--- config.mk ---
export PLATFORM = sky130hd
export DESIGN_NAME = css_slot_ctrl
export DESIGN_NICKNAME = d
export VERILOG_FILES = /design/src/verilog/css_pkg.sv /design/src/verilog/css_slot_ctrl.sv
export VERILOG_INCLUDE_DIRS = /design/src /design/src/verilog
export SDC_FILE = /design/constraint.sdc
export NUM_CORES = 1
export LEC_CHECK = 0
export BUFFER_PORTS_ARGS = -buffer_cell sky130_fd_sc_hd__buf_2
export CORE_MARGIN = 8
export CORE_UTILIZATION = 64
export DETAILED_ROUTE_END_ITERATION = 10
export HOLD_SLACK_MARGIN = 0.02
export PLACE_DENSITY = 0.91
export SLEW_MARGIN = 20
export SYNTH_ARGS = -nofsm -noshare
export SYNTH_HDL_FRONTEND = slang
export SYNTH_SLANG_ARGS = --single-unit
--- constraint.sdc ---
create_clock -name mclk -period 5.8 [get_ports mclk]
set_input_delay 0.58 -clock mclk [delete_from_list [all_inputs] [get_ports mclk]]
set_output_delay 0.58 -clock mclk [all_outputs]
set_load 0.1 [all_outputs]
--- src/verilog/css_slot_regs.svh ---
/*
 holds offsets, field positions, page codes and timing counts of the card slot control block.
 assumes inclusion by bare name from the package and the design file.
*/
`ifndef CSS_SLOT_REGS_SVH
`define CSS_SLOT_REGS_SVH

// slot addresses
`define CSS_ADDR_SLOT_ONE   8'h01
`define CSS_ADDR_SLOT_TWO   8'h02

// session control byte, bit positions
`define CSS_B_LOW_VOLT      7
`define CSS_B_IO_EN         6
`define CSS_B_PAGE_HI       5
`define CSS_B_PAGE_LO       4
`define CSS_B_POWER_DOWN_CLOCK_SELECT          3
`define CSS_B_HILO          2
`define CSS_B_WARM          1
`define CSS_B_START         0

// page codes
`define CSS_PAGE_CFG        2'h0
`define CSS_PAGE_DATA       2'h1
`define CSS_PAGE_CNT_HI     2'h2
`define CSS_PAGE_CNT_LO     2'h3

// writable bits of the page 00 byte per slot
`define CSS_CFG_MASK_ONE    8'h7f
`define CSS_CFG_MASK_TWO    8'hcf

// supply level codes
`define CSS_VCC_1V8         2'h1
`define CSS_VCC_3V          2'h2
`define CSS_VCC_5V          2'h3

// clock timing: mclk period and internal low-power clock half period
`define CSS_MCLK_NS         40
`define CSS_PD_CLK_NS       240
`define CSS_PD_HALF         (`CSS_PD_CLK_NS / `CSS_MCLK_NS)

`endif

--- src/verilog/css_pkg.sv ---
/*
 holds the types of the card slot control block.
 assumes css_slot_regs.svh is reachable on the include path.
*/
`include "css_slot_regs.svh"

package css_pkg;

  typedef struct packed {
    logic       low_voltage_select;
    logic       io_path_enable;
    logic [1:0] page;
    logic       power_down_clock_select;
    logic       high_low_voltage_select;
    logic       warm;
    logic       start;
  } css_ctrl_t;

  typedef struct packed {
    logic       detect_switch_type;
    logic       card_reset_level;
    logic       aux_contact_eight;
    logic       aux_contact_four;
    logic [1:0] power_down_clock_mode;
    logic [1:0] clock_divider_field;
  } css_cfg_t;

  typedef struct packed {
    logic       valid;
    logic       write;
    logic       reg_one;
    logic [7:0] addr;
    logic [7:0] wdata;
  } css_acc_t;

endpackage

--- src/verilog/css_slot_ctrl.sv ---
/*
 holds the per-slot session control registers of the two main card slots.
 assumes a serial bus front end hands each decoded byte access over as a one-cycle
 request on mclk; card status inputs come from pins and are synchronised here.
*/
// Contract
// - power-down select 0 drives card clock from divider field; in synchronous mode the code uses divider setting 0 instead.
// - low-voltage 0 gives 5 V when high/low select 1, else 3 V.
// - writing 1 to warm bit starts a warm reset on that slot; the code acts on it only while the start bit is set.
// - warm bit self-clears on card start bit or card silent flag.
// - start write launches activation only if no faults and card present.
// - start bit going to 0 begins deactivation.
// - supply select bits ignore writes while session runs.
// - synchronous mode ignores power-down select writes while session runs.
// - slot 1 control sits at 01h, slot 2 at 02h.
// - low-voltage select 1 gives 1.8 V whatever high/low select says.
// - power-down select 1 drives card clock from power-down mode field.
// - I/O enable 1 connects host line to card line, else both released.
// - card silent flag set when no answer within the answer window.
`timescale 1ns/1ns
`default_nettype none
`include "css_slot_regs.svh"

module css_slot_ctrl
  import css_pkg::*;
#(
  parameter int ATR_WAIT_CYCLES = 40000
) (
  input  wire logic             mclk,
  input  wire logic             sys_rst,
  input  wire css_acc_t         acc_req,
  output logic [7:0]            acc_rdata,
  output logic                  acc_rvalid,
  input  wire logic [1:0]       supply_fault_flag,
  input  wire logic [1:0]       protection_fault_flag,
  input  wire logic [1:0]       card_present_flag,
  input  wire logic [1:0]       card_start_bit_seen,
  input  wire logic [1:0]       sync_card_mode,
  output logic [1:0]            card_clk,
  output logic [1:0][1:0]       vcc_level,
  output logic [1:0]            io_path_connect,
  output logic [1:0]            activate_pulse,
  output logic [1:0]            deactivate_pulse,
  output logic [1:0]            warm_reset_pulse,
  output logic [1:0]            warm_busy,
  output logic [1:0]            card_silent_flag,
  output logic [1:0]            card_reset_level,
  output logic                  aux_contact_eight,
  output logic                  aux_contact_four,
  output logic                  detect_switch_type
);

  localparam int ATR_W = $clog2(ATR_WAIT_CYCLES + 1);

  if (ATR_WAIT_CYCLES < 1) begin : g_bad_atr
    $error("ATR_WAIT_CYCLES must be at least 1");
  end

  function automatic logic [3:0] div_half(input logic [1:0] sel);
    logic [3:0] h;
    h = 4'h1;
    unique case (sel)
      2'h0: h = 4'h1;
      2'h1: h = 4'h2;
      2'h2: h = 4'h4;
      2'h3: h = 4'h5;
    endcase
    return h;
  endfunction

  function automatic logic [1:0] vcc_code(input css_ctrl_t c);
    logic [1:0] v;
    v = c.high_low_voltage_select ? `CSS_VCC_5V : `CSS_VCC_3V;
    if (c.low_voltage_select) begin
      v = `CSS_VCC_1V8;
    end
    return v;
  endfunction

  // pin synchronisers, first stage read only by second
  logic [4:0][1:0] pin_meta_reg;
  logic [4:0][1:0] pin_sync_reg;
  always_ff @(posedge mclk) begin
    if (sys_rst) begin
      pin_meta_reg <= '0;
      pin_sync_reg <= '0;
    end else begin
      pin_meta_reg <= {sync_card_mode, card_start_bit_seen, card_present_flag,
                       protection_fault_flag, supply_fault_flag};
      pin_sync_reg <= pin_meta_reg;
    end
  end
  logic [1:0] s_supply_fault_flag;
  logic [1:0] s_protection_fault_flag;
  logic [1:0] s_card_present_flag;
  logic [1:0] s_sbit;
  logic [1:0] s_sync;
  assign s_supply_fault_flag = pin_sync_reg[0];
  assign s_protection_fault_flag = pin_sync_reg[1];
  assign s_card_present_flag = pin_sync_reg[2];
  assign s_sbit = pin_sync_reg[3];
  assign s_sync = pin_sync_reg[4];

  // register state
  css_ctrl_t [1:0]        ctrl_reg;
  css_ctrl_t [1:0]        ctrl_next;
  css_cfg_t  [1:0]        cfg_reg;
  css_cfg_t  [1:0]        cfg_next;
  logic [1:0][7:0]        data_reg;
  logic [1:0][7:0]        data_next;
  logic [1:0][15:0]       cnt_reg;
  logic [1:0][15:0]       cnt_next;
  logic [1:0][ATR_W-1:0]  atr_reg;
  logic [1:0][ATR_W-1:0]  atr_next;
  logic [1:0]             atr_run_reg;
  logic [1:0]             atr_run_next;
  logic [1:0]             silent_reg;
  logic [1:0]             silent_next;
  logic [1:0]             act_reg;
  logic [1:0]             act_next;
  logic [1:0]             deact_reg;
  logic [1:0]             deact_next;
  logic [1:0]             warmp_reg;
  logic [1:0]             warmp_next;
  logic [7:0]             rdata_reg;
  logic [7:0]             rdata_next;
  logic                   rvalid_reg;
  logic                   rvalid_next;

  always_comb begin
    logic       hit;
    logic       sel;
    logic       locked;
    logic       go;
    logic [7:0] w;
    logic [7:0] mask;
    css_ctrl_t  nc;
    hit = 1'b0;
    sel = 1'b0;
    locked = 1'b0;
    go = 1'b0;
    w = acc_req.wdata;
    mask = 8'h00;
    nc = '0;
    ctrl_next = ctrl_reg;
    cfg_next = cfg_reg;
    data_next = data_reg;
    cnt_next = cnt_reg;
    atr_next = atr_reg;
    atr_run_next = atr_run_reg;
    silent_next = silent_reg;
    act_next = 2'b00;
    deact_next = 2'b00;
    warmp_next = 2'b00;
    rdata_next = rdata_reg;
    rvalid_next = 1'b0;
    // address decode
    if (acc_req.addr == `CSS_ADDR_SLOT_ONE) begin
      hit = 1'b1;
      sel = 1'b0;
    end else if (acc_req.addr == `CSS_ADDR_SLOT_TWO) begin
      hit = 1'b1;
      sel = 1'b1;
    end
    // answer window and hardware clear of warm request
    for (int i = 0; i < 2; i++) begin
      if (atr_run_reg[i]) begin
        if (s_sbit[i]) begin
          atr_run_next[i] = 1'b0;
        end else if (atr_reg[i] == ATR_W'(ATR_WAIT_CYCLES - 1)) begin
          atr_run_next[i] = 1'b0;
          silent_next[i] = 1'b1;
        end else begin
          atr_next[i] = atr_reg[i] + ATR_W'(1);
        end
      end
      if (s_sbit[i] || silent_reg[i]) begin
        ctrl_next[i].warm = 1'b0;
      end
    end
    // host access
    if (acc_req.valid && !acc_req.write) begin
      rvalid_next = 1'b1;
      rdata_next = 8'h00;
      if (hit && !acc_req.reg_one) begin
        rdata_next = ctrl_reg[sel];
      end else if (hit) begin
        mask = sel ? `CSS_CFG_MASK_TWO : `CSS_CFG_MASK_ONE;
        unique case (ctrl_reg[sel].page)
          `CSS_PAGE_CFG:    rdata_next = cfg_reg[sel] & mask;
          `CSS_PAGE_DATA:   rdata_next = data_reg[sel];
          `CSS_PAGE_CNT_HI: rdata_next = cnt_reg[sel][15:8];
          `CSS_PAGE_CNT_LO: rdata_next = cnt_reg[sel][7:0];
        endcase
      end
    end else if (acc_req.valid && hit && !acc_req.reg_one) begin
      nc = css_ctrl_t'(w);
      locked = ctrl_reg[sel].start;
      ctrl_next[sel].io_path_enable = nc.io_path_enable;
      ctrl_next[sel].page = nc.page;
      if (!locked) begin
        ctrl_next[sel].low_voltage_select = nc.low_voltage_select;
        ctrl_next[sel].high_low_voltage_select = nc.high_low_voltage_select;
      end
      if (!(locked && s_sync[sel])) begin
        ctrl_next[sel].power_down_clock_select = nc.power_down_clock_select;
      end
      if (nc.warm && locked) begin
        ctrl_next[sel].warm = 1'b1;
        warmp_next[sel] = 1'b1;
        silent_next[sel] = 1'b0;
        atr_next[sel] = '0;
        atr_run_next[sel] = 1'b1;
      end
      go = !s_supply_fault_flag[sel] && !s_protection_fault_flag[sel] && s_card_present_flag[sel];
      if (nc.start && !locked && go) begin
        ctrl_next[sel].start = 1'b1;
        act_next[sel] = 1'b1;
        silent_next[sel] = 1'b0;
        atr_next[sel] = '0;
        atr_run_next[sel] = 1'b1;
      end else if (!nc.start && locked) begin
        ctrl_next[sel].start = 1'b0;
        ctrl_next[sel].warm = 1'b0;
        deact_next[sel] = 1'b1;
        atr_run_next[sel] = 1'b0;
      end
    end else if (acc_req.valid && hit) begin
      mask = sel ? `CSS_CFG_MASK_TWO : `CSS_CFG_MASK_ONE;
      unique case (ctrl_reg[sel].page)
        `CSS_PAGE_CFG:    cfg_next[sel] = css_cfg_t'(w & mask);
        `CSS_PAGE_DATA:   data_next[sel] = w;
        `CSS_PAGE_CNT_HI: cnt_next[sel][15:8] = w;
        `CSS_PAGE_CNT_LO: cnt_next[sel][7:0] = w;
      endcase
    end
  end

  always_ff @(posedge mclk) begin
    if (sys_rst) begin
      ctrl_reg <= '0;
      cfg_reg <= '0;
      data_reg <= '0;
      cnt_reg <= '0;
      atr_reg <= '0;
      atr_run_reg <= 2'b00;
      silent_reg <= 2'b00;
      act_reg <= 2'b00;
      deact_reg <= 2'b00;
      warmp_reg <= 2'b00;
      rdata_reg <= 8'h00;
      rvalid_reg <= 1'b0;
    end else begin
      ctrl_reg <= ctrl_next;
      cfg_reg <= cfg_next;
      data_reg <= data_next;
      cnt_reg <= cnt_next;
      atr_reg <= atr_next;
      atr_run_reg <= atr_run_next;
      silent_reg <= silent_next;
      act_reg <= act_next;
      deact_reg <= deact_next;
      warmp_reg <= warmp_next;
      rdata_reg <= rdata_next;
      rvalid_reg <= rvalid_next;
    end
  end

  // card clock generation, registered supply code and io path
  logic [1:0][3:0] ccnt_reg;
  logic [1:0][3:0] ccnt_next;
  logic [1:0]      cclk_reg;
  logic [1:0]      cclk_next;
  logic [1:0][1:0] vcc_reg;
  logic [1:0][1:0] vcc_next;
  logic [1:0]      ioc_reg;
  logic [1:0]      ioc_next;

  always_comb begin
    logic       level_mode;
    logic       level;
    logic [3:0] half;
    logic [1:0] div;
    level_mode = 1'b0;
    level = 1'b0;
    half = 4'h1;
    div = 2'h0;
    ccnt_next = ccnt_reg;
    cclk_next = cclk_reg;
    vcc_next = vcc_reg;
    ioc_next = ioc_reg;
    for (int i = 0; i < 2; i++) begin
      level_mode = 1'b0;
      level = 1'b0;
      div = s_sync[i] ? 2'h0 : cfg_reg[i].clock_divider_field;
      half = div_half(div);
      if (ctrl_reg[i].power_down_clock_select) begin
        if (s_sync[i] && ctrl_reg[i].start) begin
          level_mode = 1'b1;
          level = cfg_reg[i].power_down_clock_mode[0];
        end else begin
          unique case (cfg_reg[i].power_down_clock_mode)
            2'h0: level_mode = 1'b1;
            2'h1: begin
              level_mode = 1'b1;
              level = 1'b1;
            end
            2'h2: half = 4'(`CSS_PD_HALF);
            2'h3: half = div_half(div);
          endcase
        end
      end
      if (level_mode) begin
        ccnt_next[i] = 4'h0;
        cclk_next[i] = level;
      end else if (ccnt_reg[i] + 4'h1 >= half) begin
        ccnt_next[i] = 4'h0;
        cclk_next[i] = !cclk_reg[i];
      end else begin
        ccnt_next[i] = ccnt_reg[i] + 4'h1;
      end
      vcc_next[i] = vcc_code(ctrl_reg[i]);
      ioc_next[i] = ctrl_reg[i].io_path_enable;
    end
  end

  always_ff @(posedge mclk) begin
    if (sys_rst) begin
      ccnt_reg <= '0;
      cclk_reg <= 2'b00;
      vcc_reg <= '0;
      ioc_reg <= 2'b00;
    end else begin
      ccnt_reg <= ccnt_next;
      cclk_reg <= cclk_next;
      vcc_reg <= vcc_next;
      ioc_reg <= ioc_next;
    end
  end

  assign acc_rdata = rdata_reg;
  assign acc_rvalid = rvalid_reg;
  assign card_clk = cclk_reg;
  assign vcc_level = vcc_reg;
  assign io_path_connect = ioc_reg;
  assign activate_pulse = act_reg;
  assign deactivate_pulse = deact_reg;
  assign warm_reset_pulse = warmp_reg;
  assign card_silent_flag = silent_reg;
  assign card_reset_level[0] = cfg_reg[0].card_reset_level;
  assign card_reset_level[1] = cfg_reg[1].card_reset_level;
  for (genvar g = 0; g < 2; g++) begin : g_warm
    assign warm_busy[g] = ctrl_reg[g].warm;
  end
  assign aux_contact_eight = cfg_reg[0].aux_contact_eight;
  assign aux_contact_four = cfg_reg[0].aux_contact_four;
  assign detect_switch_type = cfg_reg[1].detect_switch_type;

endmodule
`default_nettype wire

# Yosys cells after proc, flatten, opt, wreduce, memory -nomap -nowiden
# Cells that the tools add are included.
# word_totals
regBits,167
wordCells,288
# op_classes
bitwise_logic,16
n_eq_ne,17
n_addsub,4
muxes,144
order_cmp,4
n_reduce_logical,45
# op_table
operator,n
$mux W16,21
$mux W32,6
$bwmux W16,11
$mux W8,12
$and A32 B32 Y32,2
$bwmux W32,2
$demux W8 S1,8
$pmux W32 S2,1
$demux W16 S1,3
$mux W1,48
$add A16 B1 Y16 const B,2
$eq A16 B16 Y1 const B,2
$mux W2,16
$not A32 Y32,1
$pmux W4 S4,2
$pmux W8 S4,1
$mux W4,7
$mux W10,2
$and A8 B8 Y8,2
$eq A2 B2 Y1 const B,8
$logic_and A1 B1 Y1,14
$reduce_and A4 Y1,3
$eq A2 B1 Y1 const B,5
$logic_not A2 Y1,5
22 further kinds,46

# Longest topological paths before layout
# depth
word_depth,28
depth_mapped,9

# Least setup slack after synthesis
# No wires, ideal clock.
# synth_path
path_kind,flip-flop to flip-flop
start,register ctrl_reg[0] (netlist name)
end,"register cclk_reg[0], in the netlist card_clk[0]"
t_arrival_ns,1.981
path_buffers,1
setup_ns,0.106
t_required_ns,5.694
slack_ns,3.713
stages_incl_launch_ff,10
path_cell_list,dfxtp_1 clkbuf_1 nand2_1 and2_1 nor2_1 ha_1 o21ai_0 a21oi_1 or3_1 o311ai_0
# synth_between
elab_chain_cells,5
elab_cells_between_ends,10
# synth_rtl
element,line,source
start: declaration,css_slot_ctrl.sv:105,css_ctrl_t [1:0] ctrl_reg;
start signal: assignment,css_slot_ctrl.sv:254,ctrl_reg <= ctrl_next;
$logic_and A1 B1 Y1 *,css_slot_ctrl.sv:298,if (s_sync[i] && ctrl_reg[i].start) begin
$mux W4,css_slot_ctrl.sv:298,
$mux W4,css_slot_ctrl.sv:297,if (ctrl_reg[i].power_down_clock_select) begin
$ge A4 B4 Y1,css_slot_ctrl.sv:316,end else if (ccnt_reg[i] + 4'h1 >= half) begin
$reduce_bool A2 Y1 (no source line),--,
end signal: assignment,css_slot_ctrl.sv:335,cclk_reg <= cclk_next;
end: declaration,css_slot_ctrl.sv:272,logic [1:0] cclk_reg;
# Every way passes the cells marked *; elsewhere a longest branch is shown, timed or not.
# A chain may end at the register's enable or synchronous reset.

# Worst setup path after layout
# layout_path
start,register ctrl_reg[5] (netlist name)
end,register cnt_reg[15] (netlist name)
# layout_between
elab_chain_cells,5
elab_cells_between_ends,7
# layout_rtl
element,line,source
$mux W8 (not written as such) * (2 in series),css_slot_ctrl.sv:230,unique case (ctrl_reg[sel].page)
$eq A2 B2 Y1,css_slot_ctrl.sv:230,
$reduce_bool A2 Y1 (no source line),--,
$reduce_and A4 Y1 (no source line),--,
end signal: assignment,css_slot_ctrl.sv:257,cnt_reg <= cnt_next;
end: declaration,css_slot_ctrl.sv:111,logic [1:0][15:0] cnt_reg;
# Every way passes the cells marked *; elsewhere a longest branch is shown, timed or not. The select of a mux whose other input is x is not followed.

==> results.md <==
- Outcome: completed
- Worst skew pair latency: 440 ps
- Non-filler cells, final: 1014
- Synthesis-stage register bit count: 164
- Port Buffers: 62
- CP Data Required Time: 6170 ps
- Power Total: 2404 uW
- Ys flop type: dfxtp_1
- Gpl congestion: 0.8811
- DP HPWL: 12850 um
- Worst slew margin: 0.2915
- CP arrival: 3080 ps
- Ant diodes: 0
- CP max FO: 23
- Post-CTS Setup Bufs: 0
- Setup TNS: 0 ps
- Core ar.: 11520 sq um
- Async S/R FF share, synth: 0
- Measured slew at the worst slew-check pin: 1055 ps
- Power per cell area: 285.8 nW/um^2
- WL/cell: 19.52 um
- Post-CTS resize count: 0
- Die width: 124.9 um
- Placed insts: 982
- Lkg Pwr: 0.002925 uW
- Switch share: 0.2260
- Sequential Power Share: 0.474
- Cell Rows: 39
- Vias in the first global route: 6379
- Area after DPL: 7794 sq um
- H-Tree Depth: 4
- Comb power frac: 0.041
- Number of library cell types mapped by synthesis: 69
- Worst path max stage delay: 930 ps
- Layout Nets: 901
- Maximum clock rate: 0.3688 GHz
- Routed wire length: 19800 um
- CP max-delay cell: dfxtp_1
- Mapped cell area: 7590 sq um
- DR iter-0 viols: 881
- Design Area, Final: 8412 sq um
- Cells after Synth: 839
- Area Growth Syn to Fin: 10.83%
- Clock transition at path regs: 70 ps
- TritonCTS Buffers: 17
- Most frequent cells in the layout: 163 x dfxtp_1, 88 x a21oi_1, 62 x buf_2, 60 x o21ai_0, 59 x nand2_1
- Number of enable flip-flop cells after synthesis: 0
- # setup viols final: 0
- Via density: 6.726
- 1st-pass router iterations: 5
- Clock power share: 0.485
- IO Count: 63
- Crit end category: register
- Clock Skew: 9.424 ps
- Largest family of logic cells by synthesized area: simple AND/OR/NAND/NOR gates
- Internal power: 1861 uW
- Unrepaired setup endpoints after global routing: false
- Clock root buffer: clkbuf_16
- Total gr overflow: 0
- DRC errors left: 0
- Layout cell share with drive strength beyond 1: 0.1630
- Max-slew violation count: 0
- Via count: 6820
- Hold-fix buffers at CTS: 0
- CTS tree: yes
- Post-Synth Adder-Cell Area: 0.01978
- Setup CP Type: reg2reg
- Die height: 124.9 um
- CP startpoint kind: register
- Syn_area_per_cell: 9.046 sq um
- Post-synthesis compound-gate area fraction: 0.1629
- Max-cap violations: 0
- Minimum clock period: 2711 ps
- Register area share after synthesis: 0.4326
- Initial Util: 0.6591
- Mux cell area share after synthesis: 0.06775
- Largest net degree at the start of global routing: 59
- First-pass GRT wire length: 31870 um
- Yosys warns: 0
- Final hold vios: 0
- Period utilization: 0.4675
- Antenna violations before repair: 0
- Maximum vdd drop: 0.1887 mV
- WHS: 355.9 ps
- Critical path, cell by cell: nand2b_1, nor3_1, nand3_1, a21oi_1
- Clock Sinks: 164
- Post-Synth XOR/XNOR Area: 0.01846
- Synth Area in Simple Gates: 0.2516
- All-Layer GR Usage: 0.2486
- Sw Pwr: 543.4 uW
- Antenna viol nets, final: 0
- Commonest non-fill, non-tap cell in the layout: dfxtp_1
- Clk buf depth: 2
- Die ar.: 15600 sq um
- Hold Crit Class: in2reg
-- area by class of cell --
cell class                      count  area (sq um)
Fill cell                         801          3104
Multi-Input combinational cell    599          3961
Clock inverter                     11         152.6
Inverter                           11         41.29
Tap cell                          143         178.9
Clock buffer                       21         460.4
Sequential cell                   164          3284
Timing Repair Buffer               65         332.8
-- routing by layer --
metal / track usage / routed length (um)
met1: 0.3044 / 7712
met2: 0.3916 / 9183
met5: 0 / 0
met4: 0.1218 / 770
met3: 0.07577 / 2130
-- critical path, delay by kind of cell (launching register included) --
family,cells,cell delay (ps)
DFF,1,930
AOI/OAI and AO/OA,1,180
and+or+nand+nor,3,1530
-- power by group through the flow --
| stage | sequential (uW) | clock, uW | combinational, uW |
|---|---|---|---|
| 2_1_floorplan | 1180 | 0 | 53.1 |
| 3_3_place_gp | 1160 | 0 | 93.6 |
| 3_5_place_dp | 1160 | 0 | 95.1 |
| 4_1_cts | 1140 | 1170 | 95.8 |
| 5_1_grt | 1140 | 1210 | 103 |
| 6_report | 1140 | 1170 | 98.2 |
-- cell usage after synthesis (3+ instances only) --
cell	instances	area, sq um
o211ai_1	8	60.06
nor4_4	5	106.4
nand3b_1	5	37.54
or3_1	12	75.07
mux2_2	5	56.30
or2_2	3	18.77
or4_1	6	45.04
ha_1	12	150.1
nand2b_1	10	62.56
buf_2	17	85.08
a2bb2oi_1	4	35.03
a211oi_1	3	22.52
nand2_1	59	221.5
a31oi_1	5	31.28
o221ai_1	6	52.55
nor3_1	22	110.1
xnor2_1	6	52.55
dfxtp_1	164	3283
nand4b_1	3	26.28
buf_4	5	37.54
nor2b_1	31	193.9
mux2i_1	21	210.2
and4b_1	7	70.07
nand4_1	41	256.5
clkbuf_1	34	127.6
o311ai_0	4	35.03
and3_1	3	18.77
xor2_1	10	87.58
and2_1	5	31.28
o21ai_0	60	300.3
mux4_2	11	247.7
a31o_2	8	70.07
inv_1	10	37.54
and4_1	3	26.28
buf_1	5	18.77
nor4_1	5	31.28
o31ai_1	7	52.55
nand3_1	44	220.2
nor2_1	35	131.4
a21oi_1	88	440.4
nor4b_1	8	70.07
a21boi_0	3	22.52
-- final timing paths --
| kind | to | start | depth (start not counted) | slack (ps) |
|---|---|---|---|---|
| worst max-delay path | cnt_reg[15] | ctrl_reg[5] | 4 | 3090 |
| worst min-delay path | pin_meta_reg[4] | card_present_flag[0] | 2 | 360 |
| worst max register to register | cnt_reg[15] | ctrl_reg[5] | 4 | 3090 |
| worst min register to register | s_protection_fault_flag[1] | pin_meta_reg[3] | 1 | 430 |
-- cells by family (layout without fill, tap and decap cells) --
| family | Yosys count | in the layout |
|---|---|---|
| adder cells (fa/ha/maj) | 12 | 12 |
| AO/OA/AOI/OAI | 209 | 209 |
| buffers and inverters | 77 | 108 |
| AND/OR/NAND/NOR | 323 | 323 |
| other | 1 | 2 |
| multiplexers | 37 | 37 |
| flip-flops | 164 | 164 |
| XOR/XNOR | 16 | 16 |
-- per-stage QoR --
stage	setup slack, ps	util
after CTS	3115	0.7300
after global placement	2747	0.6768
after detailed placement	2669	0.6768
final	3089	0.7304
after floorplan	3713	-
after global routing	2920	0.7304
Power figures use the tool's default switching activity.
